<file path="src/logic/sarb_map.svh">
// Register offsets, field positions, reset values and code constants
`ifndef SARB_MAP_SVH
`define SARB_MAP_SVH
`define SARB_ADDR_OSC 8'h30
`define SARB_ADDR_PAD_OUT 8'h40
`define SARB_ADDR_PAD_IN 8'h41
`define SARB_ADDR_RES_LO 8'h50
`define SARB_ADDR_RES_HI 8'h51
`define SARB_ADDR_CFG_A 8'h52
`define SARB_ADDR_CFG_B 8'h53
`define SARB_ADDR_CFG_C 8'h54
`define SARB_ADDR_CFG_D 8'h55
`define SARB_ADDR_CFG_E 8'h56
`define SARB_ADDR_CFG_F 8'h57
`define SARB_ADDR_MODE 8'h70
`define SARB_RST_OSC 1'h1
`define SARB_RST_PAD_OUT 8'hf0
`define SARB_RST_CFG_A 7'h14
`define SARB_RST_CFG_B 8'hf0
`define SARB_RST_CFG_C 8'h00
`define SARB_RST_CFG_D 8'h0c
`define SARB_RST_CFG_E 7'h00
`define SARB_RST_CFG_F 7'h00
`define SARB_RST_MODE 6'h04
`define SARB_POS_FULL 16'h7fff
`define SARB_NEG_FULL 16'h8000
`define SARB_ZERO_CODE 16'h0000
`define SARB_BIAS_QUARTER 2'h0
`define SARB_BIAS_HALF 2'h1
`define SARB_BIAS_FULL 2'h3
`define SARB_ENABLE_OFF 4'h0
`define SARB_MODE_REF_OUT 1
`define SARB_MODE_REF_IN 0
`define SARB_NO_FORCE 5'h10
`endif

</file>
<file path="src/logic/sarb_pkg.sv">
// Types shared by the register bank
package sarb_pkg;
  typedef struct packed {
    logic [7:0] addr;
    logic [7:0] wdata;
    logic write;
    logic read;
  } sarb_bus_req_type;
  typedef struct packed {
    logic [3:0] out;
    logic [3:0] oe;
  } sarb_pad_drive_type;
  typedef struct packed {
    logic signed [17:0] raw;
    logic valid;
  } sarb_sample_type;
  typedef enum logic [2:0] {
    SARB_BIAS_Q = 3'b001,
    SARB_BIAS_H = 3'b010,
    SARB_BIAS_F = 3'b100
  } sarb_bias_type;
endpackage

</file>
<file path="src/logic/sarb_register_bank.sv">
// Register bank of the sensor acquisition device
//
// Functional notes
// RULE1 - Results are 16-bit two's complement, saturated to 0x7fff or 0x8000.
// RULE2 - Zero input gives 0000, full scale 7fff and 8000.
// RULE3 - Below 16-bit resolution low result bits take a fixed pattern.
// RULE4 - Converter bias codes 00, 01, 11 select quarter, half, full current.
// RULE5 - Host keeps sampling rate within limit of present bias setting.
// RULE6 - Amplifier bias uses the same encoding as converter bias.
// RULE7 - Amplifiers and converter can be disabled entirely for minimum power.
// RULE8 - Decode 0x30, 0x40, 0x41, 0x50 to 0x57 and 0x70.
// RULE9 - Unused bits ignore writes and affect nothing.
// RULE10 - Reset loads every register with its reset value.
// RULE11 - Oscillator enable bit 0 resets to 1; bits 7:1 read zero.
// RULE12 - Pad output bits 7:4 are pad directions, reset to 1.
// RULE13 - Bits 3 and 2 drive pads 3 and 2 when set as outputs.
// RULE14 - Bit 1 drives pad 1 only if output and no external reference.
// RULE15 - Bit 0 drives pad 0 only if output and no reference output.
// RULE16 - Mode bit 1 routes reference to pad 0, bit 0 takes it on pad 1.
// RULE17 - Pad input register returns live pad levels, upper bits zero.
// RULE18 - Result low byte at 0x50, read-only, resets to zero.
// RULE19 - Result high byte at 0x51, read-only.
// RULE20 - Host combines the result bytes into one word.
// RULE21 - Writes to read-only registers or bits change nothing.
`include "sarb_map.svh"
`timescale 1ns/1ps
`default_nettype none
module sarb_register_bank (
  input wire logic clk_i,
  input wire logic rst_i,
  input wire sarb_pkg::sarb_bus_req_type bus_i,
  output logic [7:0] rdata_o,
  input wire logic [3:0] pad_level_i,
  output sarb_pkg::sarb_pad_drive_type pad_o,
  input wire sarb_pkg::sarb_sample_type sample_i,
  input wire logic busy_i,
  input wire logic [1:0] pump_status_i,
  output logic osc_on_o,
  output sarb_pkg::sarb_bias_type converter_bias_o,
  output sarb_pkg::sarb_bias_type amplifier_bias_o,
  output logic analog_off_o,
  output logic reference_out_on_pad0_o,
  output logic reference_in_on_pad1_o,
  output logic [7:0] config_b_o,
  output logic [7:0] config_c_o,
  output logic [7:0] config_d_o,
  output logic [6:0] config_e_o,
  output logic [6:0] config_f_o,
  output logic [3:0] mode_high_o
);
  import sarb_pkg::*;

  // ==========================================
  // Storage
  logic osc_on;
  logic [7:0] pad_out_dir;
  logic [15:0] result;
  logic [6:0] conv_config_a;
  logic [7:0] conv_config_b;
  logic [7:0] conv_config_c;
  logic [7:0] conv_config_d;
  logic [6:0] conv_config_e;
  logic [6:0] conv_config_f;
  logic [5:0] chip_operating_mode;
  logic [7:0] next_rdata;
  logic [15:0] next_result;
  logic wr;

  assign wr = bus_i.write;

  // ==========================================
  // Helpers
  function automatic sarb_bias_type bias_decode(input logic [1:0] code);
    bias_decode = SARB_BIAS_F;
    if (code == `SARB_BIAS_QUARTER) begin
      bias_decode = SARB_BIAS_Q;
    end else if (code == `SARB_BIAS_HALF) begin
      bias_decode = SARB_BIAS_H;
    end
  endfunction

  // Number of forced low bits: 16 minus resolution, none at full width
  function automatic logic [4:0] forced_bits(input logic [2:0] osr, input logic [1:0] nelc);
    logic [4:0] res;
    // Widen before adding so the sum cannot wrap at four bits
    res = 5'({osr, 1'b0}) + 5'h6 + 5'(nelc);
    if (res >= `SARB_NO_FORCE) begin
      forced_bits = 5'h0;
    end else begin
      forced_bits = 5'(`SARB_NO_FORCE - res);
    end
  endfunction

  // ==========================================
  // Result capture
  always_comb begin
    logic [4:0] nf;
    logic [15:0] mask;
    // Stored bit k is bus bit k+1
    nf = forced_bits(conv_config_a[3:1], conv_config_a[5:4]);
    next_result = `SARB_ZERO_CODE;
    if (sample_i.raw > $signed(18'(`SARB_POS_FULL))) begin
      next_result = `SARB_POS_FULL; // [RULE1] [RULE2]
    end else if (sample_i.raw < -$signed(18'(`SARB_NEG_FULL))) begin
      next_result = `SARB_NEG_FULL; // [RULE1] [RULE2]
    end else begin
      next_result = sample_i.raw[15:0];
    end
    mask = 16'((17'h1 << nf) - 17'h1);
    if (nf != 5'h0) begin
      // Pattern is one followed by zeros
      next_result = (next_result & ~mask) | 16'(17'h1 << (nf - 5'h1)); // [RULE3]
    end
  end

  always_ff @(posedge clk_i or posedge rst_i) begin
    if (rst_i) begin
      result <= 16'h0000; // [RULE10] [RULE18]
    end else if (sample_i.valid) begin
      result <= next_result;
    end
  end

  // ==========================================
  // Writable registers
  always_ff @(posedge clk_i or posedge rst_i) begin
    if (rst_i) begin
      osc_on <= `SARB_RST_OSC; // [RULE10] [RULE11]
    end else if (wr && bus_i.addr == `SARB_ADDR_OSC) begin
      osc_on <= bus_i.wdata[0]; // [RULE9] [RULE11]
    end
  end

  always_ff @(posedge clk_i or posedge rst_i) begin
    if (rst_i) begin
      pad_out_dir <= `SARB_RST_PAD_OUT; // [RULE10] [RULE12]
    end else if (wr && bus_i.addr == `SARB_ADDR_PAD_OUT) begin
      pad_out_dir <= bus_i.wdata;
    end
  end

  always_ff @(posedge clk_i or posedge rst_i) begin
    if (rst_i) begin
      conv_config_a <= `SARB_RST_CFG_A;
      conv_config_b <= `SARB_RST_CFG_B;
      conv_config_c <= `SARB_RST_CFG_C;
      conv_config_d <= `SARB_RST_CFG_D;
      conv_config_e <= `SARB_RST_CFG_E;
      conv_config_f <= `SARB_RST_CFG_F;
      chip_operating_mode <= `SARB_RST_MODE; // [RULE10] [RULE16]
    end else if (wr) begin
      // Read-only bits are not stored
      unique case (bus_i.addr)
        `SARB_ADDR_CFG_A: conv_config_a <= bus_i.wdata[7:1]; // [RULE9]
        `SARB_ADDR_CFG_B: conv_config_b <= bus_i.wdata;
        `SARB_ADDR_CFG_C: conv_config_c <= bus_i.wdata;
        `SARB_ADDR_CFG_D: conv_config_d <= bus_i.wdata;
        `SARB_ADDR_CFG_E: conv_config_e <= bus_i.wdata[6:0]; // [RULE9]
        `SARB_ADDR_CFG_F: conv_config_f <= bus_i.wdata[6:0]; // [RULE21]
        `SARB_ADDR_MODE: chip_operating_mode <= bus_i.wdata[5:0]; // [RULE21]
        default: begin
        end
      endcase
    end
  end

  // ==========================================
  // Read path
  always_comb begin
    next_rdata = 8'h00;
    unique case (bus_i.addr) // [RULE8]
      `SARB_ADDR_OSC: next_rdata = {7'h00, osc_on}; // [RULE11]
      `SARB_ADDR_PAD_OUT: next_rdata = pad_out_dir;
      `SARB_ADDR_PAD_IN: next_rdata = {4'h0, pad_level_i}; // [RULE17]
      `SARB_ADDR_RES_LO: next_rdata = result[7:0]; // [RULE18] [RULE20]
      `SARB_ADDR_RES_HI: next_rdata = result[15:8]; // [RULE19] [RULE20]
      `SARB_ADDR_CFG_A: next_rdata = {conv_config_a, 1'b0};
      `SARB_ADDR_CFG_B: next_rdata = conv_config_b;
      `SARB_ADDR_CFG_C: next_rdata = conv_config_c;
      `SARB_ADDR_CFG_D: next_rdata = conv_config_d;
      `SARB_ADDR_CFG_E: next_rdata = {1'b0, conv_config_e};
      `SARB_ADDR_CFG_F: next_rdata = {busy_i, conv_config_f};
      `SARB_ADDR_MODE: next_rdata = {pump_status_i, chip_operating_mode};
      default: next_rdata = 8'h00;
    endcase
  end

  always_ff @(posedge clk_i or posedge rst_i) begin
    if (rst_i) begin
      rdata_o <= 8'h00;
    end else if (bus_i.read) begin
      rdata_o <= next_rdata;
    end else begin
      rdata_o <= 8'h00;
    end
  end

  // ==========================================
  // Pads and analog controls
  always_comb begin
    pad_o.out = pad_out_dir[3:0];
    pad_o.oe[3] = pad_out_dir[7]; // [RULE13]
    pad_o.oe[2] = pad_out_dir[6]; // [RULE13]
    pad_o.oe[1] = pad_out_dir[5] && !chip_operating_mode[`SARB_MODE_REF_IN]; // [RULE14]
    pad_o.oe[0] = pad_out_dir[4] && !chip_operating_mode[`SARB_MODE_REF_OUT]; // [RULE15]
  end

  assign osc_on_o = osc_on;
  assign converter_bias_o = bias_decode(conv_config_b[7:6]); // [RULE4]
  assign amplifier_bias_o = bias_decode(conv_config_b[5:4]); // [RULE6]
  assign analog_off_o = conv_config_b[3:0] == `SARB_ENABLE_OFF; // [RULE7]
  assign reference_out_on_pad0_o = chip_operating_mode[`SARB_MODE_REF_OUT]; // [RULE16]
  assign reference_in_on_pad1_o = chip_operating_mode[`SARB_MODE_REF_IN]; // [RULE16]
  assign config_b_o = conv_config_b;
  assign config_c_o = conv_config_c;
  assign config_d_o = conv_config_d;
  assign config_e_o = conv_config_e;
  assign config_f_o = conv_config_f;
  assign mode_high_o = chip_operating_mode[5:2];

  // ==========================================
  // Checks
  a_osc_write: assert property (@(posedge clk_i) disable iff (rst_i)
    wr && bus_i.addr == `SARB_ADDR_OSC |=> osc_on == $past(bus_i.wdata[0])) // [RULE11]
    else $error("oscillator bit not updated");
  a_pad_in_read: assert property (@(posedge clk_i) disable iff (rst_i)
    bus_i.read && bus_i.addr == `SARB_ADDR_PAD_IN |=> rdata_o[7:4] == 4'h0 && rdata_o[3:0] == $past(pad_level_i))
    else $error("pad input readback wrong"); // [RULE17]
  a_ro_result: assert property (@(posedge clk_i) disable iff (rst_i)
    !sample_i.valid |=> result == $past(result)) // [RULE21]
    else $error("result changed without sample");
  a_sat_pos: assert property (@(posedge clk_i) disable iff (rst_i)
    sample_i.valid && sample_i.raw > 18'sh07fff |=> result[15:12] == 4'h7) // [RULE1]
    else $error("positive saturation wrong");
  a_pad1_ref: assert property (@(posedge clk_i) disable iff (rst_i)
    chip_operating_mode[0] |-> !pad_o.oe[1]) // [RULE14]
    else $error("pad 1 driven with reference input");
  a_pad0_ref: assert property (@(posedge clk_i) disable iff (rst_i)
    chip_operating_mode[1] |-> !pad_o.oe[0]) // [RULE15]
    else $error("pad 0 driven with reference output");
  a_pad_dir: assert property (@(posedge clk_i) disable iff (rst_i)
    wr && bus_i.addr == `SARB_ADDR_PAD_OUT |=> pad_o.oe[3:2] == $past(bus_i.wdata[7:6])) // [RULE13]
    else $error("pad direction not applied");
  a_hi_read: assert property (@(posedge clk_i) disable iff (rst_i)
    bus_i.read && bus_i.addr == `SARB_ADDR_RES_HI && !sample_i.valid |=> rdata_o == result[15:8]) // [RULE19]
    else $error("result high byte readback wrong");
  a_bias_half: assert property (@(posedge clk_i) disable iff (rst_i)
    conv_config_b[7:6] == 2'h1 |-> converter_bias_o == SARB_BIAS_H) // [RULE4]
    else $error("bias decode wrong");
endmodule
`default_nettype wire

</file>
<file path="config.mk">
export PLATFORM = sky130hd
export DESIGN_NAME = sarb_register_bank
export DESIGN_NICKNAME = d
export VERILOG_FILES = /design/src/logic/sarb_pkg.sv /design/src/logic/sarb_register_bank.sv
export VERILOG_INCLUDE_DIRS = /design/src /design/src/logic
export SDC_FILE = /design/constraint.sdc
export NUM_CORES = 1
export LEC_CHECK = 0
export BUFFER_PORTS_ARGS = -buffer_cell sky130_fd_sc_hd__buf_2
export CAP_MARGIN = 20
export CORE_MARGIN = 3
export CORE_UTILIZATION = 55
export CTS_CLUSTER_SIZE = 14
export DETAILED_ROUTE_END_ITERATION = 10
export PLACE_DENSITY_LB_ADDON = 0.25
export SLEW_MARGIN = 20
export SYNTH_ARGS = -nofsm -noshare
export SYNTH_HDL_FRONTEND = slang
export SYNTH_SLANG_ARGS = --single-unit
</file>
<file path="constraint.sdc">
create_clock -name clk_i -period 5.6 [get_ports clk_i]
set_input_delay 0.28 -clock clk_i [delete_from_list [all_inputs] [get_ports clk_i]]
set_output_delay 0.28 -clock clk_i [all_outputs]
set_load 0.02 [all_outputs]
</file>
==> results_dict.tcl, run 1 <==
set metrics [dict create \
    status "complete, no violations" \
    ys.flop_type "dfrtp_1" \
    area_growth_pct 14.5 \
    p_sw_mw 0.466 \
    place_ws_ns 1.45 \
    wl_per_cell_um 20.6 \
    cts-root-buf "clkbuf_8" \
    diodes 0 \
    clock-skew-final_ns 0.0104 \
    period_share_pct 74.6 \
    power_leakage_nw 2.72 \
    worstPathMaxFanout 11 \
    crit_slowest_cell "fa_1" \
    syn_area_per_cell_um2 10.1 \
    clkSinkCount 84 \
    post_cts_buffers 0 \
    cp-startpoint "conv_config_a[2]$_DFFE_PP1P_" \
    swShare_pct 33.4 \
    seqPwrFrac_pct 48.5 \
    grt_pass1_vias 4138 \
    drive_above_1_share_pct 39.0 \
    die_x_um 102 \
    power.density_nw_per_um2 242 \
    max_stage_delay_ns 0.55 \
    vias 4441 \
    fin_crit_ns 4.18 \
    routed_wl_mm 14.4 \
    clkPwrFrac_pct 29.2 \
    globalplace.congestion 0.943 \
    dieHeight_um 102 \
    antenna_found_initial 0 \
    finalHoldViolations 0 \
    cp.required_ns 5.84 \
    yosys.area.top_type "dfrtp_1" \
    syn_nets 548 \
    synthTopCellsByCount "70 x dfrtp_1, 61 x mux2_2, 45 x nor2_1, 32 x nand2_1, 27 x o21ai_0" \
    p_total_mw 1.39 \
    r2r-end "result[6]$_DFFE_PP0P_" \
    syn-cell-area_um2 5030 \
    ys_types 66 \
    synth-seq-cells 84 \
    critPathLaunchType "flop" \
    worst_slack_ns 1.42 \
    tritoncts "yes" \
    clk_pin_slew_ns 0.09 \
    via_per_inst 6.36 \
    r2r_slack_ns 1.42 \
    initial_utilization_pct 57.1 \
    synth_edf_count 0 \
    grt_overflow 0 \
    drt-initial-drc-count 283 \
    drc 0 \
    endpoint "result[6]$_DFFE_PP0P_" \
    rows 34 \
    io_pins 114 \
    syn_inst 496 \
    dieArea_um2 10300 \
    firstDrtPassIters 5 \
    path_common_cell "ha_1" \
    combPwrFrac_pct 22.4 \
    grt_start_max_net_pins 85 \
    p_int_mw 0.929 \
    hold_class "primary input to async pin" \
    cts_hold_buffers 0 \
    synth_top_area_share_pct 34.8 \
    cts_resized 0 \
    cts-htree-levels 3 \
    yosys_warnings 0 \
    worst_pin_slew_ns 0.798 \
    instances_no_fill 698 \
    r2r_start "conv_config_a[2]$_DFFE_PP1P_" \
    clk_latency_ns 0.36 \
    max_freq_mhz 239 \
    dp.cells 682 \
    maxSlewViolCount 0 \
    ir_drop_mv 0.171 \
    maxCapViolCount 0 \
    rsz0062_at_grt "no" \
    numCtsBuffers 9 \
    cp-end-kind "flop" \
    core_um2 8810 \
    synth-async-reset-ratio_pct 100 \
    worstPathArrival_ns 4.42 \
    port_buffers 113 \
    grt_usage_pct 28.5 \
    setup_tns_ns 0 \
    dpl.hpwl_mm 10.6 \
    setup_viol 0 \
    synth_area_leaders "dfrtp_1 35%, mux2_2 14%, dfstp_2 7.3%" \
    slew_headroom_pct 46.6 \
    crit_type "flop to flop" \
    cts_buffer_depth 2 \
    grt_first_pass_wirelength_mm 22.4 \
    cp_cell_sequence "inv_1 -> ha_1 -> inv_1 -> fa_1 -> and2_1 -> ha_1 -> or2_2 -> nor2_1 -> nand3_1 -> ha_1 -> nor2_1 -> or4b_1 -> a31oi_1 -> o21ai_1" \
    synth-seq-area-share_pct 42.1 \
    r2r_cells 14 \
    yosysMostFrequentCell "dfrtp_1" \
    fin_nets 637 \
    ant_nets 0 \
]
==> kinds of logic after synthesis <==
group / synth area share (%)
XOR/XNOR: 0.696
adder cells (fa/ha/maj): 1.64
flip-flops: 42.1
multiplexers: 18.4
AND/OR/NAND/NOR: 15.7
AO/OA/AOI/OAI: 16.9
buffers and inverters: 4.53
==> metal layers <==
| layer | wire (µm) | track usage, % | up-vias |
|---|---|---|---|
| li1 | - | - | 2009 |
| met1 | 6730 | 42.6 | 2212 |
| met2 | 6370 | 41.6 | 193 |
| met3 | 1020 | 7.09 | 27 |
| met4 | 295 | 7.26 | 0 |
| met5 | 0 | 0 | - |
==> metrics by stage <==
stage          instance area [µm²]  hold WS [ns]  utilization (%)
6_report                      5760        0.0966             65.4
5_1_grt                       5760         0.156             65.4
4_1_cts                       5760         0.214             65.4
3_5_place_dp                  5580         0.497             63.3
3_3_place_gp                  5580         0.488             63.3
2_1_floorplan                 5030         0.389                -
==> critical path: cells and delay by family (launching register included) <==
| family | cells | cell delay, ns |
|---|---|---|
| AOI/OAI and AO/OA | 2 | 0.26 |
| buffers and inverters | 2 | 0.14 |
| and+or+nand+nor | 6 | 1.63 |
| DFF | 1 | 0.53 |
| adders and majority gates | 4 | 1.50 |
==> sequential cells by signal (all words and copies together) (netlist names), 8 cells and up <==
| signal | cells |
|---|---|
| config_c_o | 8 |
| pad_out_dir | 8 |
| rdata_o | 8 |
| config_d_o | 8 |
| config_b_o | 8 |
| result | 16 |
==> final cells by class <==
cell class                      count  area (µm²)
Timing Repair Buffer              116         592
Clock inverter                      7        57.6
Tap cell                          108         135
Fill cell                         709        3040
Inverter                           13        50.0
Clock buffer                        9         124
Sequential cell                    84        2120
Multi-Input combinational cell    361        2680
==> layout by cell type (no fill, tap or decap), types with 12 or more instances in the layout <==
| cell | netlist | final |
|---|---|---|
| mux2_2 | 61 | 61 |
| o21ai_0 | 27 | 27 |
| nor2_1 | 45 | 45 |
| inv_1 | 13 | 12 |
| a31oi_1 | 16 | 16 |
| nand2_1 | 32 | 32 |
| a21oi_1 | 15 | 15 |
| buf_2 | 8 | 113 |
| dfstp_2 | 14 | 14 |
| dfrtp_1 | 70 | 70 |
| a22oi_1 | 19 | 19 |
==> how the worst min path moves through the flow <==
stage / from / endpoint / cells past startpoint
after floorplan: bus_i[5] / conv_config_a[2]$_DFFE_PP1P_ / 2
after global placement: conv_config_a[0]$_DFFE_PP0P_ / conv_config_a[0]$_DFFE_PP0P_ / 1
after detailed placement: conv_config_a[0]$_DFFE_PP0P_ / conv_config_a[0]$_DFFE_PP0P_ / 1
after CTS: pad_level_i[2] / rdata_o[2]$_DFF_PP0_ / 3
after global routing: rst_i / result[8]$_DFFE_PP0P_ / 3
final: rst_i / result[2]$_DFFE_PP0P_ / 3
==> power groups by stage <==
| stage | logic (mW) | registers (mW) | clock network (mW) |
|---|---|---|---|
| after floorplan | 0.199 | 0.695 | 0 |
| after global placement | 0.304 | 0.685 | 0 |
| after detailed placement | 0.308 | 0.687 | 0 |
| after CTS | 0.309 | 0.675 | 0.413 |
| after global routing | 0.341 | 0.680 | 0.441 |
| final | 0.312 | 0.676 | 0.407 |
(Power assumes the default switching activity.)
==> run 2, diff against run 1 <==
- ABC_AREA: default -> 1
- CORE_UTILIZATION: 55 -> 54
- clock period: 5.6 -> 4.1 ns (I/O delays scaled with it)
==> results_dict.tcl, run 2 <==
set metrics [dict create \
    status "complete, no violations" \
    slew_headroom_pct 48.2 \
    syn_inst 596 \
    ant_nets 0 \
    globalplace.congestion 0.874 \
    grt_first_pass_wirelength_mm 21.3 \
    p_int_mw 1.40 \
    seqPwrFrac_pct 45.7 \
    layout_common_cells "163 x nand2_1, 113 x buf_2, 82 x o21ai_0" \
    maxSlewViolCount 0 \
    yosys.area.top_type "dfrtp_1" \
    post_cts_buffers 0 \
    grt_pass1_vias 4238 \
    io_pins 114 \
    wl_per_cell_um 16.7 \
    cts_buffer_depth 2 \
    drt-initial-drc-count 430 \
    drc 0 \
    cp-startpoint "conv_config_a[5]$_DFFE_PP0P_" \
    yosysMostFrequentCell "nand2_1" \
    vias 4571 \
    yosys_warnings 0 \
    numCtsBuffers 9 \
    fin_nets 754 \
    via_per_inst 5.63 \
    hold_class "primary input to flop" \
    fin_crit_ns 3.57 \
    syn_nets 648 \
    syn_area_per_cell_um2 7.76 \
    clkPwrFrac_pct 33.2 \
    clock-skew-final_ns 0.0104 \
    max_freq_mhz 280 \
    synthTopCellsByCount "163 x nand2_1, 82 x o21ai_0, 74 x inv_1, 70 x dfrtp_1, 48 x nor2_1" \
    firstDrtPassIters 6 \
    routed_wl_mm 13.6 \
    period_share_pct 87.1 \
    synth_area_leaders "dfrtp_1 38%, nand2_1 13%, o21ai_0 8.9%" \
    die_x_um 98.5 \
    finalHoldViolations 0 \
    instances_no_fill 812 \
    setup_viol 0 \
    rows 33 \
    largest_register_ffs 16 \
    clk_latency_ns 0.36 \
    maxCapViolCount 0 \
    p_total_mw 2.06 \
    drive_above_1_share_pct 24.9 \
    path_common_cell "inv_1" \
    antenna_found_initial 0 \
    clk_pin_slew_ns 0.09 \
    initial_utilization_pct 56.0 \
    syn-cell-area_um2 4620 \
    synth-seq-cells 84 \
    crit_type "flop to flop" \
    cts-root-buf "clkbuf_8" \
    worstPathMaxFanout 8 \
    final_common_cell "nand2_1" \
    hold_start "bus_i[0]" \
    tritoncts "yes" \
    cp.required_ns 4.34 \
    top_register "result" \
    grt_usage_pct 27.6 \
    worst_pin_slew_ns 0.774 \
    rsz0062_at_grt "no" \
    swShare_pct 31.8 \
    grt_overflow 0 \
    combPwrFrac_pct 21.1 \
    setup_tns_ns 0 \
    port_buffers 113 \
    ys_types 43 \
    area_growth_pct 18.5 \
    power.density_nw_per_um2 375 \
    dpl.hpwl_mm 10.5 \
    diodes 0 \
    synth-seq-area-share_pct 45.8 \
    ys.flop_type "dfrtp_1" \
    power_leakage_nw 2.97 \
    dieArea_um2 9710 \
    core_um2 8260 \
    synth_top_area_share_pct 37.9 \
    dieHeight_um 98.5 \
    worstPathArrival_ns 3.81 \
    critPathLaunchType "flop" \
    synth_edf_count 0 \
    grt_start_max_net_pins 47 \
    p_sw_mw 0.655 \
    synth-async-reset-ratio_pct 100 \
    max_stage_delay_ns 0.43 \
    ir_drop_mv 0.277 \
    cp_cell_sequence "inv_1 -> ha_1 -> inv_1 -> ha_1 -> inv_1 -> fa_1 -> inv_1 -> nor3_1 -> ha_1 -> inv_1 -> nand3_1 -> nand2_1 -> nor2_1 -> inv_1 -> nor2_4 -> inv_4 -> ha_1 -> nand3_4 -> nor2_4 -> nand2_2 -> nand2_1 -> nand2_1 -> o21bai_1 -> a21oi_1" \
    clkSinkCount 84 \
    crit_slowest_cell "fa_1" \
    cp-end-kind "flop" \
    dp.cells 795 \
    cts-htree-levels 3 \
    r2r_start "conv_config_a[5]$_DFFE_PP0P_" \
]
run 2: changes by cell type after synthesis, sizes merged, moves of 9 or more:
cell and change:
a22oi -18, buf -9, nand2 +136, mux2i -12
a21boi -9, nor2b -11, o22ai -9, nand3 +9
a221oi +13, inv +67, o21ai +56, mux2 -61
run 2: what timing repair did:
action | 4_1_cts | 5_1_grt
hold endpoints to repair | 34 | 0
hold buffers | 1 | 0
resized for setup | 0 | 0
run 2: cell type report:
class                      instances  area [µm²]
inverter                          81         313
timing repair buffer             116         591
clock inverter                     6        93.8
fill                             720        2780
sequential                        84        2120
multi-input combinational        410        2090
clock buffer                      10         138
tap                              105         131
run 2: kinds of logic after synthesis:
| group | Yosys count | share of synthesized area (%) |
|---|---|---|
| flip-flops | 84 | 45.8 |
| adder cells (fa/ha/maj) | 6 | 1.79 |
| XOR/XNOR | 2 | 0.379 |
| AO/OA/AOI/OAI | 140 | 18.3 |
| buffers and inverters | 102 | 8.93 |
| AND/OR/NAND/NOR | 262 | 24.8 |
run 2: final timing paths:
| check | cells after the start | slack, ns | to |
|---|---|---|---|
| max in group asynchronous | 4 | 2.61 | pad_out_dir[6]$_DFFE_PP1P_ |
| worst max-delay path | 24 | 0.53 | result[8]$_DFFE_PP0P_ |
| min in group asynchronous | 3 | 0.47 | config_b_o[2]$_DFFE_PP0P_ |
| worst min register to register | 2 | 0.49 | result[2]$_DFFE_PP0P_ |
| worst max register to register | 24 | 0.53 | result[8]$_DFFE_PP0P_ |
| worst min-delay path | 3 | 0.15 | rdata_o[2]$_DFF_PP0_ |
run 2: power groups by stage:
| stage | sequential (mW) | clock, mW | combinational (mW) |
|---|---|---|---|
| floorplan | 0.966 | 0 | 0.285 |
| global placement | 0.952 | 0 | 0.420 |
| detailed placement | 0.953 | 0 | 0.430 |
| CTS | 0.938 | 0.687 | 0.433 |
| global route | 0.945 | 0.727 | 0.485 |
| finish | 0.939 | 0.683 | 0.435 |
run 2: critical path, delay by kind of cell (launching register included):
kind | cells | cell delay [ns]
buffers and inverters | 7 | 0.72
AO/OA/AOI/OAI | 2 | 0.19
adder cells (fa/ha/maj) | 5 | 1.17
AND/OR/NAND/NOR | 10 | 0.96
flip-flops | 1 | 0.38
run 2: stage by stage:
| step | cell area [µm²] | worst slack [ns] | hold WS, ns | utilization [%] |
|---|---|---|---|---|
| after floorplan | 4620 | 0.899 | 0.309 | - |
| after global placement | 5240 | 0.734 | 0.304 | 63.4 |
| after detailed placement | 5240 | 0.583 | 0.310 | 63.4 |
| after CTS | 5480 | 0.562 | 0.141 | 66.3 |
| after global routing | 5480 | 0.242 | 0.146 | 66.3 |
| final | 5480 | 0.531 | 0.147 | 66.3 |
run 2: per-layer routing:
metal	track usage [%]	up-vias	wire length (µm)
li1	-	2179	-
met5	0	-	0
met2	44.3	247	6320
met1	39.4	2125	5780
met4	6.30	0	202
met3	4.95	20	1280
